`config.mk`:
```
export PLATFORM = sky130hd
export DESIGN_NAME = sbocd_top
export DESIGN_NICKNAME = d
export VERILOG_FILES = /design/src/sbocd_pkg.sv /design/src/sbocd_top.sv /design/src/sbocd_sync.sv
export SDC_FILE = /design/constraint.sdc
export NUM_CORES = 1
export LEC_CHECK = 0
export ABC_AREA = 0
export BUFFER_PORTS_ARGS = -buffer_cell sky130_fd_sc_hd__buf_2
export CAP_MARGIN = 20
export CORE_ASPECT_RATIO = 0.5
export CORE_MARGIN = 3
export CORE_UTILIZATION = 40
export CTS_BUF_LIST = sky130_fd_sc_hd__clkbuf_16
export CTS_CLUSTER_DIAMETER = 150
export CTS_CLUSTER_SIZE = 12
export DETAILED_ROUTE_END_ITERATION = 8
export PLACE_DENSITY = 0.68
export SLEW_MARGIN = 0
export SYNTH_ARGS = -nofsm -noshare
export SYNTH_HDL_FRONTEND = slang
export SYNTH_SLANG_ARGS = --single-unit
```
`constraint.sdc`:
```
create_clock -name clk -period 2.6 [get_ports clk]
set_input_delay 0.52 -clock clk [delete_from_list [all_inputs] [get_ports clk]]
set_output_delay 0.52 -clock clk [all_outputs]
set_load 0.01 [all_outputs]
```
`src/sbocd_pkg.sv`:
```
`default_nettype none
package sbocd_pkg;

	// ==========================================
	// clock and timing
	localparam int CLK_PERIOD_NS = 25;
	// straps must have crossed the synchroniser before they are captured
	localparam int SETTLE_NS     = 100;
	localparam int SETTLE_CYC    = (SETTLE_NS + CLK_PERIOD_NS - 1) / CLK_PERIOD_NS;
	localparam int SETTLE_W      = 3;

	// ==========================================
	// otp side
	localparam int             OTP_AW         = 8;
	localparam logic [OTP_AW-1:0] OTP_BYTE0_ADDR = 8'h00;
	localparam logic [OTP_AW-1:0] OTP_BYTE1_ADDR = 8'h01;
	localparam int B0_DBG_BLOCK  = 0;
	localparam int B0_SEC_WORLD  = 1;
	localparam int B1_DBG_DIS    = 0;
	localparam int B1_AUTH       = 1;
	localparam int B1_KEY_LSB    = 2;
	localparam int B1_KEY_PKG    = 4;
	localparam logic [1:0] KEY_NA = 2'h0;

	// ==========================================
	// bootstrap straps
	localparam int STRAP_W       = 22;
	localparam int SP_REF_SPARE  = 5;
	localparam int SP_REF_FREQ   = 7;
	localparam int SP_PLLSEL_LSB = 8;
	localparam int SP_SEC_BOOT   = 17;
	localparam int SP_PLL_EN     = 21;
	localparam logic [1:0] PLLSEL_XTAL = 2'h3;

	// ==========================================
	// apb register map
	localparam int              APB_AW      = 12;
	localparam logic [APB_AW-1:0] ADDR_STATUS = 12'h000;
	localparam logic [APB_AW-1:0] ADDR_OTP    = 12'h004;
	localparam logic [APB_AW-1:0] ADDR_STRAP  = 12'h008;
	localparam logic [APB_AW-1:0] ADDR_CTRL   = 12'h00C;
	localparam int CTRL_FORCE_BLK = 0;
	localparam int STS_DONE       = 0;
	localparam int STS_SEC_ACT    = 1;
	localparam int STS_CLK_ERR    = 2;
	localparam int STS_REF24      = 3;
	localparam int STS_REF48      = 4;
	localparam int STS_PLL_EN     = 5;
	localparam int STS_DBG_BLOCK  = 8;
	localparam int STS_SEC_WORLD  = 9;
	localparam int STS_DBG_EN     = 10;
	localparam int STS_AUTH       = 11;
	localparam int STS_KEY_LSB    = 12;
	localparam int STS_KEY_HASH   = 14;
	localparam int OTP_B1_LSB     = 8;

	typedef enum logic [2:0] {
		S_SETTLE,
		S_RD0,
		S_RD1,
		S_APPLY,
		S_DONE
	} sbocd_state_t;

endpackage
`default_nettype wire

```
`src/sbocd_top.sv`:
```
// Function
// - In secure boot mode the block fetches otp bytes 0 and 1 and applies the settings they hold.
// - Byte 0 bit 0 set blocks the external debug and trace port, clear leaves it open.
// - Byte 0 bit 1 set enables secure-world partitioning, clear leaves it off.
// - Byte 1 bit 0 is inverted: zero enables debug mode, one disables it.
// - Byte 1 bit 1 set turns boot code authentication on, clear turns it off.
// - Byte 1 bits 3:2 give the key size: 00 none, 01 1K, 10 2K, 11 4K.
// - Byte 1 bit 4 clear means full key stored, set means only a SHA-256 hash is stored.
// - 24 MHz reference needs straps 5 and 7 high and 9:8 at 3; 48 MHz needs 5 and 7 low and 9:8 at 3.
// - The boot loader works with the system pll enabled or bypassed, per the clock option strap.
// - With debug mode enabled, secure boot enable comes from extended boot option bit 17.
`timescale 1ns/1ps
`default_nettype none
module sbocd_top
	import sbocd_pkg::*;
(
	// clock and reset
	input  wire logic                clk,
	input  wire logic                rst_n,
	// board straps and fuse level
	input  wire logic [STRAP_W-1:0]  bootstrapStrapPins,
	input  wire logic                secBootFuse,
	// otp memory
	output logic                     otpReq,
	output logic      [OTP_AW-1:0]   otpAddr,
	input  wire logic                otpAck,
	input  wire logic [7:0]          otpData,
	// decoded security and clock settings
	output logic                     cfgDone,
	output logic                     secBootActive,
	output logic                     dbgPortBlock,
	output logic                     secWorldEn,
	output logic                     dbgModeEn,
	output logic                     authEn,
	output logic      [1:0]          keySize,
	output logic                     keyHashOnly,
	output logic                     pllEnable,
	output logic                     ref24Sel,
	output logic                     ref48Sel,
	output logic                     clkCfgErr,
	// apb slave
	input  wire logic                psel,
	input  wire logic                penable,
	input  wire logic                pwrite,
	input  wire logic [APB_AW-1:0]   paddr,
	input  wire logic [31:0]         pwdata,
	output logic                     pready,
	output logic      [31:0]         prdata,
	output logic                     pslverr
);

	// ==========================================
	// synchronisers
	logic [STRAP_W-1:0] strapSync;
	logic               fuseSync;

	sbocd_sync #(
		.W (STRAP_W + 1)
	) u_sync (
		.clk     (clk),
		.rst_n   (rst_n),
		.asyncIn ({secBootFuse, bootstrapStrapPins}),
		.syncOut ({fuseSync, strapSync})
	);

	// ==========================================
	// capture sequencer
	sbocd_state_t       state_q,     state_d;
	logic [SETTLE_W-1:0] settle_q,   settle_d;
	logic [STRAP_W-1:0] strapCap_q,  strapCap_d;
	logic               fuseCap_q,   fuseCap_d;
	logic [7:0]         byte0_q,     byte0_d;
	logic [7:0]         byte1_q,     byte1_d;
	logic               otpReq_q,    otpReq_d;
	logic [OTP_AW-1:0]  otpAddr_q,   otpAddr_d;
	logic               done_q,      done_d;
	logic               secAct_q,    secAct_d;
	logic               dbgBlk_q,    dbgBlk_d;
	logic               secWld_q,    secWld_d;
	logic               dbgEn_q,     dbgEn_d;
	logic               auth_q,      auth_d;
	logic [1:0]         key_q,       key_d;
	logic               hash_q,      hash_d;
	logic               pll_q,       pll_d;
	logic               ref24_q,     ref24_d;
	logic               ref48_q,     ref48_d;
	logic               clkErr_q,    clkErr_d;
	logic               forceBlk_q;
	logic               fuseDbgEn;
	logic               selXtal;

	always_comb begin
		state_d    = state_q;
		settle_d   = settle_q;
		strapCap_d = strapCap_q;
		fuseCap_d  = fuseCap_q;
		byte0_d    = byte0_q;
		byte1_d    = byte1_q;
		otpReq_d   = otpReq_q;
		otpAddr_d  = otpAddr_q;
		done_d     = done_q;
		secAct_d   = secAct_q;
		dbgBlk_d   = dbgBlk_q;
		secWld_d   = secWld_q;
		dbgEn_d    = dbgEn_q;
		auth_d     = auth_q;
		key_d      = key_q;
		hash_d     = hash_q;
		pll_d      = pll_q;
		ref24_d    = ref24_q;
		ref48_d    = ref48_q;
		clkErr_d   = clkErr_q;
		fuseDbgEn  = ~byte1_q[B1_DBG_DIS];
		selXtal    = (strapCap_q[SP_PLLSEL_LSB +: 2] == PLLSEL_XTAL);
		unique case (state_q)
			S_SETTLE: begin
				// straps are trusted only once the synchroniser has filled after reset
				if (settle_q == SETTLE_W'(SETTLE_CYC - 1)) begin
					strapCap_d = strapSync;
					fuseCap_d  = fuseSync;
					otpReq_d   = 1'b1;
					otpAddr_d  = OTP_BYTE0_ADDR;
					state_d    = S_RD0;
				end else begin
					settle_d = settle_q + SETTLE_W'(1);
				end
			end
			S_RD0: begin
				if (otpAck) begin
					byte0_d   = otpData;
					otpAddr_d = OTP_BYTE1_ADDR;
					state_d   = S_RD1;
				end
			end
			S_RD1: begin
				if (otpAck) begin
					byte1_d  = otpData;
					otpReq_d = 1'b0;
					state_d  = S_APPLY;
				end
			end
			S_APPLY: begin
				secAct_d = fuseDbgEn ? strapCap_q[SP_SEC_BOOT] : fuseCap_q;
				if (secAct_d) begin
					dbgBlk_d = byte0_q[B0_DBG_BLOCK];
					secWld_d = byte0_q[B0_SEC_WORLD];
					dbgEn_d  = fuseDbgEn;
					auth_d   = byte1_q[B1_AUTH];
				end else begin
					dbgBlk_d = 1'b0;
					secWld_d = 1'b0;
					dbgEn_d  = 1'b1;
					auth_d   = 1'b0;
				end
				// key fields only mean something when authentication runs
				key_d    = auth_d ? byte1_q[B1_KEY_LSB +: 2] : KEY_NA;
				hash_d   = auth_d & byte1_q[B1_KEY_PKG];
				pll_d    = strapCap_q[SP_PLL_EN];
				ref24_d  = selXtal & strapCap_q[SP_REF_SPARE]
					& strapCap_q[SP_REF_FREQ];
				ref48_d  = selXtal & ~strapCap_q[SP_REF_SPARE]
					& ~strapCap_q[SP_REF_FREQ];
				// a mismatched spare strap or wrong select shows as a config error
				clkErr_d = ~(ref24_d | ref48_d);
				done_d   = 1'b1;
				state_d  = S_DONE;
			end
			S_DONE: begin
				state_d = S_DONE;
			end
		endcase
	end

	always_ff @(posedge clk or negedge rst_n) begin
		if (!rst_n) begin
			state_q    <= S_SETTLE;
			settle_q   <= '0;
			strapCap_q <= '0;
			fuseCap_q  <= 1'b0;
			byte0_q    <= '0;
			byte1_q    <= '0;
			otpReq_q   <= 1'b0;
			otpAddr_q  <= OTP_BYTE0_ADDR;
			done_q     <= 1'b0;
			secAct_q   <= 1'b0;
			// the port stays blocked until the fuses have been read
			dbgBlk_q   <= 1'b1;
			secWld_q   <= 1'b0;
			dbgEn_q    <= 1'b0;
			auth_q     <= 1'b0;
			key_q      <= KEY_NA;
			hash_q     <= 1'b0;
			pll_q      <= 1'b0;
			ref24_q    <= 1'b0;
			ref48_q    <= 1'b0;
			clkErr_q   <= 1'b0;
		end else begin
			state_q    <= state_d;
			settle_q   <= settle_d;
			strapCap_q <= strapCap_d;
			fuseCap_q  <= fuseCap_d;
			byte0_q    <= byte0_d;
			byte1_q    <= byte1_d;
			otpReq_q   <= otpReq_d;
			otpAddr_q  <= otpAddr_d;
			done_q     <= done_d;
			secAct_q   <= secAct_d;
			dbgBlk_q   <= dbgBlk_d;
			secWld_q   <= secWld_d;
			dbgEn_q    <= dbgEn_d;
			auth_q     <= auth_d;
			key_q      <= key_d;
			hash_q     <= hash_d;
			pll_q      <= pll_d;
			ref24_q    <= ref24_d;
			ref48_q    <= ref48_d;
			clkErr_q   <= clkErr_d;
		end
	end

	// ==========================================
	// apb slave, one wait-free access phase
	logic        pready_q,  pready_d;
	logic [31:0] prdata_q,  prdata_d;
	logic        pslverr_q, pslverr_d;
	logic        forceBlk_d;
	logic [31:0] rdWord;
	logic        badAddr;

	always_comb begin
		rdWord  = '0;
		badAddr = 1'b0;
		unique case (paddr)
			ADDR_STATUS: begin
				rdWord[STS_DONE]              = done_q;
				rdWord[STS_SEC_ACT]           = secAct_q;
				rdWord[STS_CLK_ERR]           = clkErr_q;
				rdWord[STS_REF24]             = ref24_q;
				rdWord[STS_REF48]             = ref48_q;
				rdWord[STS_PLL_EN]            = pll_q;
				rdWord[STS_DBG_BLOCK]         = dbgBlk_q | forceBlk_q;
				rdWord[STS_SEC_WORLD]         = secWld_q;
				rdWord[STS_DBG_EN]            = dbgEn_q;
				rdWord[STS_AUTH]              = auth_q;
				rdWord[STS_KEY_LSB +: 2]      = key_q;
				rdWord[STS_KEY_HASH]          = hash_q;
			end
			ADDR_OTP: begin
				rdWord[7:0]                   = byte0_q;
				rdWord[OTP_B1_LSB +: 8]       = byte1_q;
			end
			ADDR_STRAP: begin
				rdWord[STRAP_W-1:0]           = strapCap_q;
			end
			ADDR_CTRL: begin
				rdWord[CTRL_FORCE_BLK]        = forceBlk_q;
			end
			default: begin
				badAddr = 1'b1;
			end
		endcase
		pready_d   = psel & ~penable;
		prdata_d   = (psel & ~penable & ~pwrite) ? rdWord : '0;
		pslverr_d  = psel & ~penable & badAddr;
		// software may only tighten the debug block, never loosen it before reset
		forceBlk_d = forceBlk_q
			| (psel & penable & pready_q & pwrite & (paddr == ADDR_CTRL)
			& pwdata[CTRL_FORCE_BLK]);
	end

	always_ff @(posedge clk or negedge rst_n) begin
		if (!rst_n) begin
			pready_q   <= 1'b0;
			prdata_q   <= '0;
			pslverr_q  <= 1'b0;
			forceBlk_q <= 1'b0;
		end else begin
			pready_q   <= pready_d;
			prdata_q   <= prdata_d;
			pslverr_q  <= pslverr_d;
			forceBlk_q <= forceBlk_d;
		end
	end

	// ==========================================
	// outputs
	logic dbgOut_q;

	always_ff @(posedge clk or negedge rst_n) begin
		if (!rst_n) begin
			dbgOut_q <= 1'b1;
		end else begin
			dbgOut_q <= dbgBlk_d | forceBlk_d;
		end
	end

	assign otpReq        = otpReq_q;
	assign otpAddr       = otpAddr_q;
	assign cfgDone       = done_q;
	assign secBootActive = secAct_q;
	assign dbgPortBlock  = dbgOut_q;
	assign secWorldEn    = secWld_q;
	assign dbgModeEn     = dbgEn_q;
	assign authEn        = auth_q;
	assign keySize       = key_q;
	assign keyHashOnly   = hash_q;
	assign pllEnable     = pll_q;
	assign ref24Sel      = ref24_q;
	assign ref48Sel      = ref48_q;
	assign clkCfgErr     = clkErr_q;
	assign pready        = pready_q;
	assign prdata        = prdata_q;
	assign pslverr       = pslverr_q;
endmodule
`default_nettype wire

```
`src/sbocd_sync.sv`:
```
`timescale 1ns/1ps
`default_nettype none
module sbocd_sync #(
	parameter int W = 1
) (
	// clock and reset
	input  wire logic         clk,
	input  wire logic         rst_n,
	// asynchronous in, synchronous out
	input  wire logic [W-1:0] asyncIn,
	output logic      [W-1:0] syncOut
);

	logic [W-1:0] meta_q;
	logic [W-1:0] sync_q;

	always_ff @(posedge clk or negedge rst_n) begin
		if (!rst_n) begin
			meta_q <= '0;
			sync_q <= '0;
		end else begin
			meta_q <= asyncIn;
			sync_q <= meta_q;
		end
	end

	assign syncOut = sync_q;

endmodule
`default_nettype wire

```
Yosys cells after proc, flatten, opt, wreduce, memory -nomap -nowiden
Index checks and enable logic that the tools add are counted.

Add/sub/neg operators: 1. Equal/unequal tests: 12. Multiplexer cells: 26. Bitwise gates (word level): 24. Reductions and logical operators: 13.

Operator list (count): == test 12 x 4 -> 1 bit, second input constant (2); 2-to-1 mux 22 bit (1); case mux 7 bit (3 select lines) (1); 2-to-1 mux 8 bit (2); case mux 8 bit (2 select lines) (1); case mux 5 bit (3 select lines) (1); AND 1 bit (13); == test 12 x 3 -> 1 bit, second input constant (1); logical NOT 12 bit (1); case mux 3 bit (4 select lines) (1); 2-to-1 mux 1 bit (10); == test 3 x 2 -> 1 bit, second input constant (3); 2-to-1 mux 3 bit (3); AND reduction 3 bit (3); AND reduction 2 bit (4); NOT 1 bit (7); 2-to-1 mux 6 bit (1); inequality test 2 bit, second input constant (3); OR 1 bit (4); case mux 1 bit (2 select lines) (2); case mux 1 bit (4 select lines) (1); case mux 2 bit (2 select lines) (1); nonzero test 2 bit (2); OR reduction 4 bit (1); 7 further kinds (7).

Flip-flop bits (word level): 139. Output and inout port bits: 56.

Longest topological paths before layout
Gate-level depths: netlist (run 1).

Depth in word-level cells: 7. Depth in mapped cells: 6. Mapped depth without buffers: 5.

Cells and area by module
Synthesis (run 1) repeated with hierarchy kept, for this count alone.

Cell total of the unflattened synthesis: 327. Area, all modules: 4893.4 µm².

By module, submodules not included: sbocd_top (instances 1, cells an instance 281, area an instance 3742.3 µm², seq. area each 2154.6 µm²); sbocd_sync (instances 1, cells an instance 46, area an instance 1151.1 µm², seq. area each 1151.1 µm²).

Least setup slack after synthesis (run 1)
OpenSTA, ideal clock, no wires.

Path type: register -> register. From: reg settle_q[0]. To: reg fuseCap_q. Setup time: 0.127 ns. Arrival time: 1.681 ns. Data required time: 2.473 ns. Slack: 0.791 ns. Stages on the path, launching flop included: 7. Path buffers: 1. Period minus slack after synthesis: 1.809 ns. Cell sequence: dfrtp_1 -> ha_1 -> ha_1 -> or3b_4 -> nor2_4 -> buf_6 -> mux2_1.

Word-level cells in the longest chain between the ends: 2.

Ends and longest elaborated chain: from (decl) (line sbocd_top.sv:69) `logic [SETTLE_W-1:0] settle_q, settle_d;`; from (signal assigned) (line sbocd_top.sv:199) `settle_q <= settle_d;`; == test 3 x 2 -> 1 bit (line sbocd_top.sv:118) `if (settle_q == SETTLE_W'(SETTLE_CYC - 1)) begin`; AND reduction 2 bit (no line); to (signal assigned) (line sbocd_top.sv:201) `fuseCap_q <= fuseCap_d;`; to (decl) (line sbocd_top.sv:71) `logic fuseCap_q, fuseCap_d;`.

Every way passes these cells. A chain may end at the register's enable or synchronous reset.

Worst setup path after layout (run 1)
From: reg settle_q[0]. To: reg strapCap_q[11].

Word-level cells in the longest chain between the ends: 2.

Ends and longest elaborated chain: == test 3 x 2 -> 1 bit (line sbocd_top.sv:118); AND reduction 2 bit (no line); to (signal assigned) (line sbocd_top.sv:200) `strapCap_q <= strapCap_d;`; to (decl) (line sbocd_top.sv:70) `logic [STRAP_W-1:0] strapCap_q, strapCap_d;`.

Every way passes these cells.

==> flow_metrics.py, run 1 <==
metrics = {
    "clocking": {
        "cts-buffers-inserted": 17,
        "clock_tree_from_tritoncts": "done",
        "ctsHoldBuffers": 0,
        "clock-root-buffer": "sky130_fd_sc_hd__clkbuf_16",
        "cts-htree-levels": 4,
        "clockBufferDepth": 2,
        "numClockSinks": 132,
        "cts_repair_resize_count": 0,
        "buffers_inserted_during_post_cts_setup_optimization": 0,
        "clk-insertion-delay-late_ns": 0.40,
        "cts.reportedPaths.clkPinSlew_ns": 0.05,
    },
    "yosys": {
        "postSynthCellCount": 352,
        "yosys_warnings": 0,
        "synth_edf_count": 0,
        "synth_seq_area_share": 0.6797,
        "syn_area_um2": 4863,
        "postSynth.asyncResetShare": 1.000,
        "yosys.cell_types.count": 45,
        "ys_seq_elements": 132,
        "synth_ff_type": "sky130_fd_sc_hd__dfrtp_1",
        "synth.avg_cell_area_um2": 13.82,
    },
    "critical_path": {
        "cp_data_required_time_ns": 2.88,
        "cp_num_buf_inv": 1,
        "timing.critical_path.fanout_max": 13,
        "cp_top_family": "simple AND/OR/NAND/NOR gates",
        "path_class": "register to register",
        "cp_slowest_stage_delay_ns": 0.42,
        "path_common_cell": "sky130_fd_sc_hd__ha_1",
        "start_kind": "register",
        "cp.arrival_ns": 2.26,
        "path_cells": "ha_1 -> ha_1 -> or3b_4 -> nor2_4 -> buf_4 -> mux2_2",
        "cp-end-kind": "register",
        "crit_slowest_cell": "sky130_fd_sc_hd__or3b_4",
    },
    "die": {
        "starting_density_of_the_core": 0.4259,
        "die_w_um": 161.9,
        "design.die.area_um2": 13600,
        "design.portCount": 137,
        "std_cell_rows": 27,
        "area_of_the_core_um2": 11420,
        "die-height_um": 83.97,
    },
    "pwr": {
        "power_density_nw_per_um2": 1064,
        "share_seq_of_total_power": 0.462,
        "leakagePower_nw": 2.904,
        "power_frac_clock": 0.353,
        "power_report.internal_total_w": 0.004575,
        "comb_power_share": 0.185,
        "vdd.ir_drop.worst_v": 0.0005376,
        "sw_frac_of_total": 0.2846,
        "power.switching_w": 0.001821,
    },
    "grt": {
        "grt_first_pass_wirelength_um": 16080,
        "initial_antenna_violation_count": 0,
        "groute.usage.overall": 0.1547,
        "grt_overflow": 0,
        "largest_net_degree_at_the_start_of_global_routing": 66,
        "first_global_vias": 3081,
    },
    "route": {
        "drt_iter0_drc": 113,
        "antenna_violating_nets_post_route": 0,
        "dr.pass1.iters": 4,
        "post_route_drc": 0,
        "detail_route.wl_per_cell_um": 15.72,
        "finalWirelength_um": 9808,
        "route.vias.total": 2920,
        "route.detailed.vias_per_inst": 4.679,
    },
    "sta": {
        "hold_ws_ns": 0.1162,
        "grt_setup_unrepaired": "no",
        "setup-violations-final": 0,
        "worstMarginPinSlew_ns": 0.5986,
        "minimum_period_implied_by_the_final_worst_setup_slack_ns": 1.977,
        "clock.fmax_ghz": 0.5058,
        "post-route-period-util": 0.7604,
        "hold_viol": 0,
        "drv_slew": 0,
        "setup-tns-final_ns": 0,
        "skew_ns": 0.006881,
        "slew_headroom": 0.6010,
    },
    "worst_hold_path": {
        "hold_path.class": "input pin to async pin",
    },
    "placed_design": {
        "number_of_i_o_port_buffers": 88,
        "globalplace.congestion": 0.7329,
        "place_area_um2": 5444,
        "dp.final_hpwl_um": 6539,
    },
    "layout": {
        "layout.core_utilization": 0.5264,
        "nets": 535,
        "final_common_cell": "sky130_fd_sc_hd__dfrtp_1",
        "layout-area-overhead-vs-synth_pct": 23.59,
        "fraction_of_final_layout_cells_with_drive_strength_greater_than_1": 0.3570,
        "final_design_area_no_fill_um2": 6011,
        "layout_common_cells": "sky130_fd_sc_hd__dfrtp_1 (130), sky130_fd_sc_hd__buf_2 (87), sky130_fd_sc_hd__nand2_1 (37), sky130_fd_sc_hd__mux2_2 (22), sky130_fd_sc_hd__mux2_1 (20)",
        "antenna_cells": 0,
    },
    "status": {
        "status": "finished, final reports clean",
    },
    "run": {
        "maxCapViolCount": 0,
    },
}
-- kinds of logic (layout without fill, tap and decap cells) --
| group | count (synthesis) | after routing | synth area share |
|---|---|---|---|
| DFF | 132 | 132 | 0.6797 |
| and+or+nand+nor | 90 | 90 | 0.09648 |
| muxes | 54 | 54 | 0.1245 |
| AOI/OAI and AO/OA | 36 | 36 | 0.04400 |
| buffers and inverters | 35 | 132 | 0.04579 |
| adders and majority gates | 2 | 2 | 0.005145 |
| xor gates and xnor gates | 2 | 2 | 0.003602 |
| other | 1 | 17 | 0.0007711 |
-- sequential cells by signal, indices dropped and copies added, names as in the netlist, 2 cells and up --
name and count:
byte0_q 8, u_sync.syncOut 23, u_sync.meta_q 23, state_q 3, keySize 2, settle_q 3, byte1_q 8, strapCap_q 22
prdata 22
-- through the flow --
stage          instances  power [W]  setup WS (ns)
6_report             624   0.006396         0.6231
5_1_grt              624   0.006764         0.5573
4_1_cts              624   0.006461         0.6311
3_5_place_dp         592   0.004170         0.6291
3_3_place_gp         592   0.004123         0.6517
2_1_floorplan        368   0.003734         0.7915
-- path summary, 6_finish.rpt --
kind	from	endpoint	slack, ns	cells after the start
worst max-delay path	settle_q[0]$_DFFE_PN0N_	strapCap_q[11]$_DFFE_PN0P_	0.62	6
worst min-delay path	rst_n	u_sync.meta_q[7]$_DFF_PN0_	0.12	1
worst max register to register	settle_q[0]$_DFFE_PN0N_	strapCap_q[11]$_DFFE_PN0P_	0.62	6
worst min register to register	u_sync.meta_q[18]$_DFF_PN0_	u_sync.syncOut[18]$_DFF_PN0_	0.35	0
max in group asynchronous	rst_n	u_sync.syncOut[0]$_DFF_PN0_	1.73	2
min in group clk	bootstrapStrapPins[20]	u_sync.meta_q[20]$_DFF_PN0_	0.22	1
-- worst reg2reg max path: cells and delay by family (launching register included) --
| family | cells | cell delay (ns) |
|---|---|---|
| adder cells (fa/ha/maj) | 2 | 0.35 |
| buffers and inverters | 1 | 0.26 |
| flip-flops | 1 | 0.36 |
| multiplexers | 1 | 0.37 |
| AND/OR/NAND/NOR | 2 | 0.51 |
-- power groups by stage --
stage | clock network, W | logic [W] | registers [W]
4_1_cts | 0.00230 | 0.00120 | 0.00296
2_1_floorplan | 0 | 0.000883 | 0.00285
5_1_grt | 0.00241 | 0.00133 | 0.00302
3_3_place_gp | 0 | 0.00116 | 0.00297
3_5_place_dp | 0 | 0.00119 | 0.00298
6_report | 0.00226 | 0.00118 | 0.00296
-- synthesized netlist by cell type (2+ instances only) --
cell,instances,area (um^2)
sky130_fd_sc_hd__dfrtp_1,130,3253
sky130_fd_sc_hd__nand2_1,37,138.9
sky130_fd_sc_hd__mux2_2,22,247.7
sky130_fd_sc_hd__mux2_1,20,225.2
sky130_fd_sc_hd__buf_4,18,135.1
sky130_fd_sc_hd__a21oi_1,17,85.08
sky130_fd_sc_hd__nor2_1,16,60.06
sky130_fd_sc_hd__mux2i_1,11,110.1
sky130_fd_sc_hd__or2_2,11,68.82
sky130_fd_sc_hd__buf_2,7,35.03
sky130_fd_sc_hd__o21ai_0,7,35.03
sky130_fd_sc_hd__clkbuf_1,5,18.77
sky130_fd_sc_hd__nor2b_1,4,25.02
sky130_fd_sc_hd__a22oi_1,3,22.52
sky130_fd_sc_hd__inv_1,3,11.26
sky130_fd_sc_hd__nand2b_1,3,18.77
sky130_fd_sc_hd__nand4_1,3,18.77
sky130_fd_sc_hd__a22o_1,2,17.52
sky130_fd_sc_hd__and2_1,2,12.51
sky130_fd_sc_hd__buf_6,2,22.52
sky130_fd_sc_hd__dfstp_2,2,52.55
sky130_fd_sc_hd__ha_1,2,25.02
sky130_fd_sc_hd__nor4_1,2,12.51
sky130_fd_sc_hd__xor2_1,2,17.52
-- per-layer routing --
metal  vias to the layer above  routed length (um)  global-route usage
li1                       1372                   -                   -
met1                      1459                4760              0.2131
met2                        80                4431              0.2341
met3                         9                 489             0.04113
met4                         0                 127             0.06192
met5                         -                   0                   0
-- area by class of cell --
type	count	area, um^2
Tap cell	159	198.9
Clock buffer	17	425.4
Inverter	3	11.26
Multi-Input combinational cell	201	1401
Clock inverter	15	141.4
Fill cell	982	5408
Timing Repair Buffer	97	526.8
Sequential cell	132	3306
No activity file was read; power rests on OpenSTA's default activity.
==> inputs of run 2 (changes only) <==
ABC_AREA = 1   (was 0)
PLACE_DENSITY = 0.7   (was 0.68)
clock period = 1.6 ns   (was 2.6 ns; I/O delays follow)
==> run 2 against run 1 <==
- area after synthesis is 4.0% higher
- flip-flop and latch count did not move
- highest routed layer unchanged
- critical path type unchanged
- global-route usage is 0.55 points higher
- synthesized cell count grew 26%
==> flow_metrics.py, run 2 <==
metrics = {
    "die": {
        "design.portCount": 137,
        "std_cell_rows": 28,
        "area_of_the_core_um2": 12090,
        "die_w_um": 165.0,
        "die-height_um": 85.51,
        "design.die.area_um2": 14110,
        "starting_density_of_the_core": 0.4184,
    },
    "yosys": {
        "synth_ff_type": "sky130_fd_sc_hd__dfrtp_1",
        "synth_largest_type_area_fraction": 0.6432,
        "ys_seq_elements": 132,
        "synth_seq_area_share": 0.6536,
        "postSynthCellCount": 442,
        "syn_area_um2": 5057,
        "synth_top_cell_by_area": "sky130_fd_sc_hd__dfrtp_1",
        "synth_edf_count": 0,
        "synth_area_leaders": "sky130_fd_sc_hd__dfrtp_1 (64%), sky130_fd_sc_hd__nand3_1 (6.3%), sky130_fd_sc_hd__nand2_1 (5.5%)",
        "post-synth-top-count-cell": "sky130_fd_sc_hd__dfrtp_1",
        "yosys_warnings": 0,
        "synth.cells.most_frequent": "sky130_fd_sc_hd__dfrtp_1 (130), sky130_fd_sc_hd__nand2_1 (74), sky130_fd_sc_hd__nand3_1 (64)",
        "postSynth.asyncResetShare": 1.000,
        "yosys.cell_types.count": 32,
        "synth.avg_cell_area_um2": 11.44,
    },
    "route": {
        "finalWirelength_um": 10460,
        "dr.pass1.iters": 4,
        "drt_iter0_drc": 261,
        "detail_route.wl_per_cell_um": 14.31,
        "route.detailed.vias_per_inst": 4.603,
        "route.vias.total": 3365,
        "antenna_violating_nets_post_route": 0,
        "post_route_drc": 0,
    },
    "run": {
        "maxCapViolCount": 0,
    },
    "sta": {
        "clock.fmax_ghz": 0.6506,
        "hold_viol": 0,
        "minimum_period_implied_by_the_final_worst_setup_slack_ns": 1.537,
        "skew_ns": 0.009085,
        "setup-tns-final_ns": 0,
        "final.setup.worst_slack_ns": 0.06288,
        "setup-violations-final": 0,
        "post-route-period-util": 0.9607,
        "grt_setup_unrepaired": "no",
        "drv_slew": 0,
    },
    "critical_path": {
        "cp.arrival_ns": 1.83,
        "cp_data_required_time_ns": 1.89,
        "crit-reg2reg-launch": "settle_q[0]$_DFFE_PN0N_",
        "path_class": "register to register",
        "cp-end-kind": "register",
        "start_kind": "register",
        "timing.critical_path.from": "settle_q[0]$_DFFE_PN0N_",
        "timing.critical_path.fanout_max": 8,
    },
    "clocking": {
        "cts-htree-levels": 4,
        "clock-root-buffer": "sky130_fd_sc_hd__clkbuf_16",
        "clock_tree_from_tritoncts": "done",
        "cts-buffers-inserted": 17,
        "buffers_inserted_during_post_cts_setup_optimization": 0,
        "clk-insertion-delay-late_ns": 0.41,
        "clockBufferDepth": 2,
        "numClockSinks": 132,
        "cts.reportedPaths.clkPinSlew_ns": 0.05,
    },
    "grt": {
        "first_global_vias": 3363,
        "grt_overflow": 0,
        "groute.usage.overall": 0.1602,
        "largest_net_degree_at_the_start_of_global_routing": 88,
        "initial_antenna_violation_count": 0,
        "grt_first_pass_wirelength_um": 17130,
    },
    "pwr": {
        "leakagePower_nw": 3.290,
        "power_density_nw_per_um2": 1666,
        "vdd.ir_drop.worst_v": 0.0009649,
    },
    "layout": {
        "layout_common_cells": "sky130_fd_sc_hd__dfrtp_1 (130), sky130_fd_sc_hd__buf_2 (87), sky130_fd_sc_hd__nand2_1 (74), sky130_fd_sc_hd__nand3_1 (64), sky130_fd_sc_hd__inv_1 (38)",
        "antenna_cells": 0,
        "fraction_of_final_layout_cells_with_drive_strength_greater_than_1": 0.2968,
        "final_common_cell": "sky130_fd_sc_hd__dfrtp_1",
        "layout-area-overhead-vs-synth_pct": 26.82,
        "nets": 638,
    },
    "worst_hold_path": {
        "min-delay-start": "bootstrapStrapPins[7]",
        "hold_path.class": "input pin to register",
    },
    "placed_design": {
        "pre_cts_slack_ns": 0.05520,
        "dp.final_hpwl_um": 7144,
        "globalplace.congestion": 0.8349,
        "number_of_i_o_port_buffers": 88,
    },
    "status": {
        "status": "finished, final reports clean",
    },
}
==> run 2: repair_timing <==
item                       4_1_cts  5_1_grt
hold buffers                     9        0
setup endpoints to repair        0       11
resized for setup                0        2
hold endpoints to repair       138        0
==> run 2: power by group <==
group          internal, W  switching, W  leakage, nW
Combinational      0.00101       0.00108         1.38
Clock              0.00256       0.00134        0.294
Sequential         0.00413      0.000566         1.62
==> run 2: metal layers <==
layer  global-route usage  up-vias  wire [um]
met3              0.03618       16        666
met2               0.2321      115       4657
met4              0.08295        0        188
met1               0.2271     1605       4950
li1                     -     1629          -
met5                    0        -          0
==> run 2: critical path, cell delays in order, from the launching register on <==
cell                      delay [ns]
sky130_fd_sc_hd__dfrtp_1        0.39
sky130_fd_sc_hd__ha_1           0.21
sky130_fd_sc_hd__ha_1           0.22
sky130_fd_sc_hd__nand3_4        0.12
sky130_fd_sc_hd__buf_12         0.15
sky130_fd_sc_hd__mux2_2         0.33
==> run 2: worst paths after layout <==
kind                       slack (ns)                            to  cells past startpoint
max in group asynchronous        0.73          prdata[17]$_DFF_PN0_                      3
hold / removal                   0.02    u_sync.meta_q[7]$_DFF_PN0_                      1
hold reg to reg                  0.35  u_sync.syncOut[21]$_DFF_PN0_                      0
min in group asynchronous        0.44             pslverr$_DFF_PN0_                      3
setup reg to reg                 0.06    strapCap_q[16]$_DFFE_PN0P_                      5
setup / recovery                 0.06    strapCap_q[16]$_DFFE_PN0P_                      5
==> run 2: cell type report <==
class / count / area [um^2]
Clock buffer: 17 / 425.4
Clock inverter: 13 / 168.9
Fill cell: 1038 / 5673
Inverter: 40 / 150.1
Multi-Input combinational cell: 254 / 1414
Sequential cell: 132 / 3306
Tap cell: 165 / 206.4
Timing Repair Buffer: 110 / 743.2
==> run 2: cell families (layout without fill, tap and decap cells) <==
family	count (synthesis)	in the layout	share of synthesized area
compound gates	34	34	0.03513
xor+xnor	1	1	0.001732
fa+ha+maj	2	2	0.004947
buf+inv	72	180	0.07867
flops	132	132	0.6536
mux	22	22	0.05641
other cells	1	17	0.0007415
simple gates	178	178	0.1687
==> run 2: metrics by stage <==
stage	cells	utilization	hold WS, ns	cell area (um^2)	power [W]
after global placement	691	0.4713	0.3242	5697	0.006648
after CTS	730	0.5280	0.0007873	6381	0.01070
after floorplan	458	-	0.02441	5117	0.006010
final	731	0.5306	0.01693	6414	0.01069
after detailed placement	691	0.4713	0.3263	5697	0.006756
after global routing	731	0.5306	0.004481	6414	0.01126
==> inputs of run 3 (changes only) <==
CORE_UTILIZATION = 35   (was 40)
PLACE_DENSITY = 0.63   (was 0.7)
==> run 3 against run 2 <==
- sequential power hardly changed
- die area is 13% higher
- clock skew is 0.0012 ns lower
- cell area is 1.9% higher
- critical path depth stayed put
- global-route usage is 1.6 points lower
- register-to-register slack worse by 0.02 ns
- non-clock buffer count is 9 higher
- critical path type unchanged
- via count is 0.33% higher
- setup slack worse by 0.019 ns
==> flow_metrics.py, run 3 (synthesized netlist as in run 2, its figures left out) <==
metrics = {
    "pwr": {
        "leakagePower_nw": 3.319,
        "power_density_nw_per_um2": 1632,
        "vdd.ir_drop.worst_v": 0.0008020,
    },
    "grt": {
        "grt_first_pass_wirelength_um": 17880,
        "first_global_vias": 3472,
        "initial_antenna_violation_count": 0,
        "largest_net_degree_at_the_start_of_global_routing": 47,
        "grt_overflow": 0,
        "groute.usage.overall": 0.1441,
    },
    "clocking": {
        "clk-insertion-delay-late_ns": 0.41,
        "cts-buffers-inserted": 17,
        "clockBufferDepth": 2,
        "cts_repair_resize_count": 0,
        "cts-htree-levels": 4,
        "clock_tree_from_tritoncts": "done",
        "numClockSinks": 132,
        "cts.reportedPaths.clkPinSlew_ns": 0.06,
        "clock-root-buffer": "sky130_fd_sc_hd__clkbuf_16",
    },
    "route": {
        "detail_route.wl_per_cell_um": 14.17,
        "drt_iter0_drc": 190,
        "antenna_violating_nets_post_route": 0,
        "route.vias.total": 3376,
        "post_route_drc": 0,
        "dr.pass1.iters": 4,
        "route.detailed.vias_per_inst": 4.402,
        "finalWirelength_um": 10870,
    },
    "layout": {
        "final_common_cell": "sky130_fd_sc_hd__dfrtp_1",
        "fraction_of_final_layout_cells_with_drive_strength_greater_than_1": 0.3061,
        "layout.cells.non_filler": 767,
        "final_design_area_no_fill_um2": 6533,
        "layout-area-overhead-vs-synth_pct": 29.17,
        "layout.core_utilization": 0.4716,
        "layout_common_cells": "sky130_fd_sc_hd__dfrtp_1 (130), sky130_fd_sc_hd__buf_2 (87), sky130_fd_sc_hd__nand2_1 (74), sky130_fd_sc_hd__nand3_1 (64), sky130_fd_sc_hd__inv_1 (37)",
        "antenna_cells": 0,
        "nets": 647,
    },
    "critical_path": {
        "cp_top_family": "adder cells",
        "crit_slowest_cell": "sky130_fd_sc_hd__dfrtp_1",
        "cp_num_buf_inv": 1,
        "cp-end-kind": "register",
        "crit-reg2reg-launch": "settle_q[0]$_DFFE_PN0N_",
        "path_cells": "ha_1 -> ha_1 -> nand3_4 -> buf_12 -> mux2_1",
        "cp_slowest_stage_delay_ns": 0.39,
        "timing.critical_path.fanout_max": 12,
        "cp_data_required_time_ns": 1.89,
        "timing.critical_path.from": "settle_q[0]$_DFFE_PN0N_",
        "path_class": "register to register",
        "cp.arrival_ns": 1.84,
        "start_kind": "register",
        "path_common_cell": "sky130_fd_sc_hd__ha_1",
    },
    "placed_design": {
        "globalplace.congestion": 0.8142,
        "dp.final_hpwl_um": 7656,
        "pre_cts_slack_ns": 0.03093,
        "dpl.cell_count": 721,
        "number_of_i_o_port_buffers": 88,
        "place_area_um2": 5791,
    },
    "sta": {
        "final.setup.worst_slack_ns": 0.04379,
        "clock.fmax_ghz": 0.6426,
        "skew_ns": 0.007886,
        "hold_viol": 0,
        "post-route-period-util": 0.9726,
        "drv_slew": 0,
        "minimum_period_implied_by_the_final_worst_setup_slack_ns": 1.556,
        "setup-violations-final": 0,
    },
    "worst_hold_path": {
        "hold_path.class": "input pin to register",
        "min-delay-start": "bootstrapStrapPins[13]",
    },
    "run": {
        "maxCapViolCount": 0,
    },
    "die": {
        "die_w_um": 176.0,
        "std_cell_rows": 30,
        "design.die.area_um2": 16020,
        "design.portCount": 137,
        "area_of_the_core_um2": 13850,
        "die-height_um": 91,
        "starting_density_of_the_core": 0.3651,
    },
    "status": {
        "status": "finished, final reports clean",
    },
}
## run 3: cell types whose count changed in the layout (fill, tap and decap cells not counted), sizes merged
cell	change
buf	+5
dlygate4sd3	+5
clkinv	-2
clkinvlp	+2
bufinv	-1
clkbuf	-1
inv	+1
## run 3: where the power goes
part / switching [W] / internal [W]
sequential: 0.000582 / 0.00413
combinational: 0.00106 / 0.00102
clock: 0.00143 / 0.00243
## run 3: final cells by class
type	instances	area, um^2
repair buffers	119	835.8
clock inverters	13	161.4
multi-input cells	254	1414
well taps	192	240.2
flip-flops and latches	132	3306
fillers	1275	7318
clock buffers	17	425.4
inverters	40	150.1
## run 3: worst paths after layout
kind / to / slack (ns) / cells after the start
min in group asynchronous: pready$_DFF_PN0_ / 0.39 / 2
max: strapCap_q[10]$_DFFE_PN0P_ / 0.04 / 5
max reg2reg: strapCap_q[10]$_DFFE_PN0P_ / 0.04 / 5
min reg2reg: u_sync.syncOut[10]$_DFF_PN0_ / 0.35 / 0
max in group asynchronous: dbgBlk_q$_DFF_PN1_ / 0.63 / 3
min: u_sync.meta_q[13]$_DFF_PN0_ / 0.01 / 1
## run 3: routing by layer
metal / vias up / track usage / part of all wire
met2: 101 / 0.2227 / 0.46
met1: 1619 / 0.1895 / 0.47
li1: 1639 / - / -
met3: 17 / 0.04553 / 0.057
met4: 0 / 0.05727 / 0.017
met5: - / 0 / 0
## run 3: stage by stage
step | setup TNS, ns | hold slack [ns] | total power, W
5_1_grt | -0.0005667 | 0.001646 | 0.01125
3_5_place_dp | 0 | 0.2865 | 0.006813
6_report | 0 | 0.01462 | 0.01066
3_3_place_gp | 0 | 0.2823 | 0.006707
2_1_floorplan | 0 | 0.02441 | 0.006010
4_1_cts | 0 | 0.001847 | 0.01074
## run 3: what timing repair did
action | in CTS | in global routing
cloned | 0 | 0
pin swaps | 1 | 0
hold buffers | 13 | 1
buffers inserted | 0 | 2
endpoints found under the setup margin | 1 | 1
endpoints found under the hold margin | 39 | 1
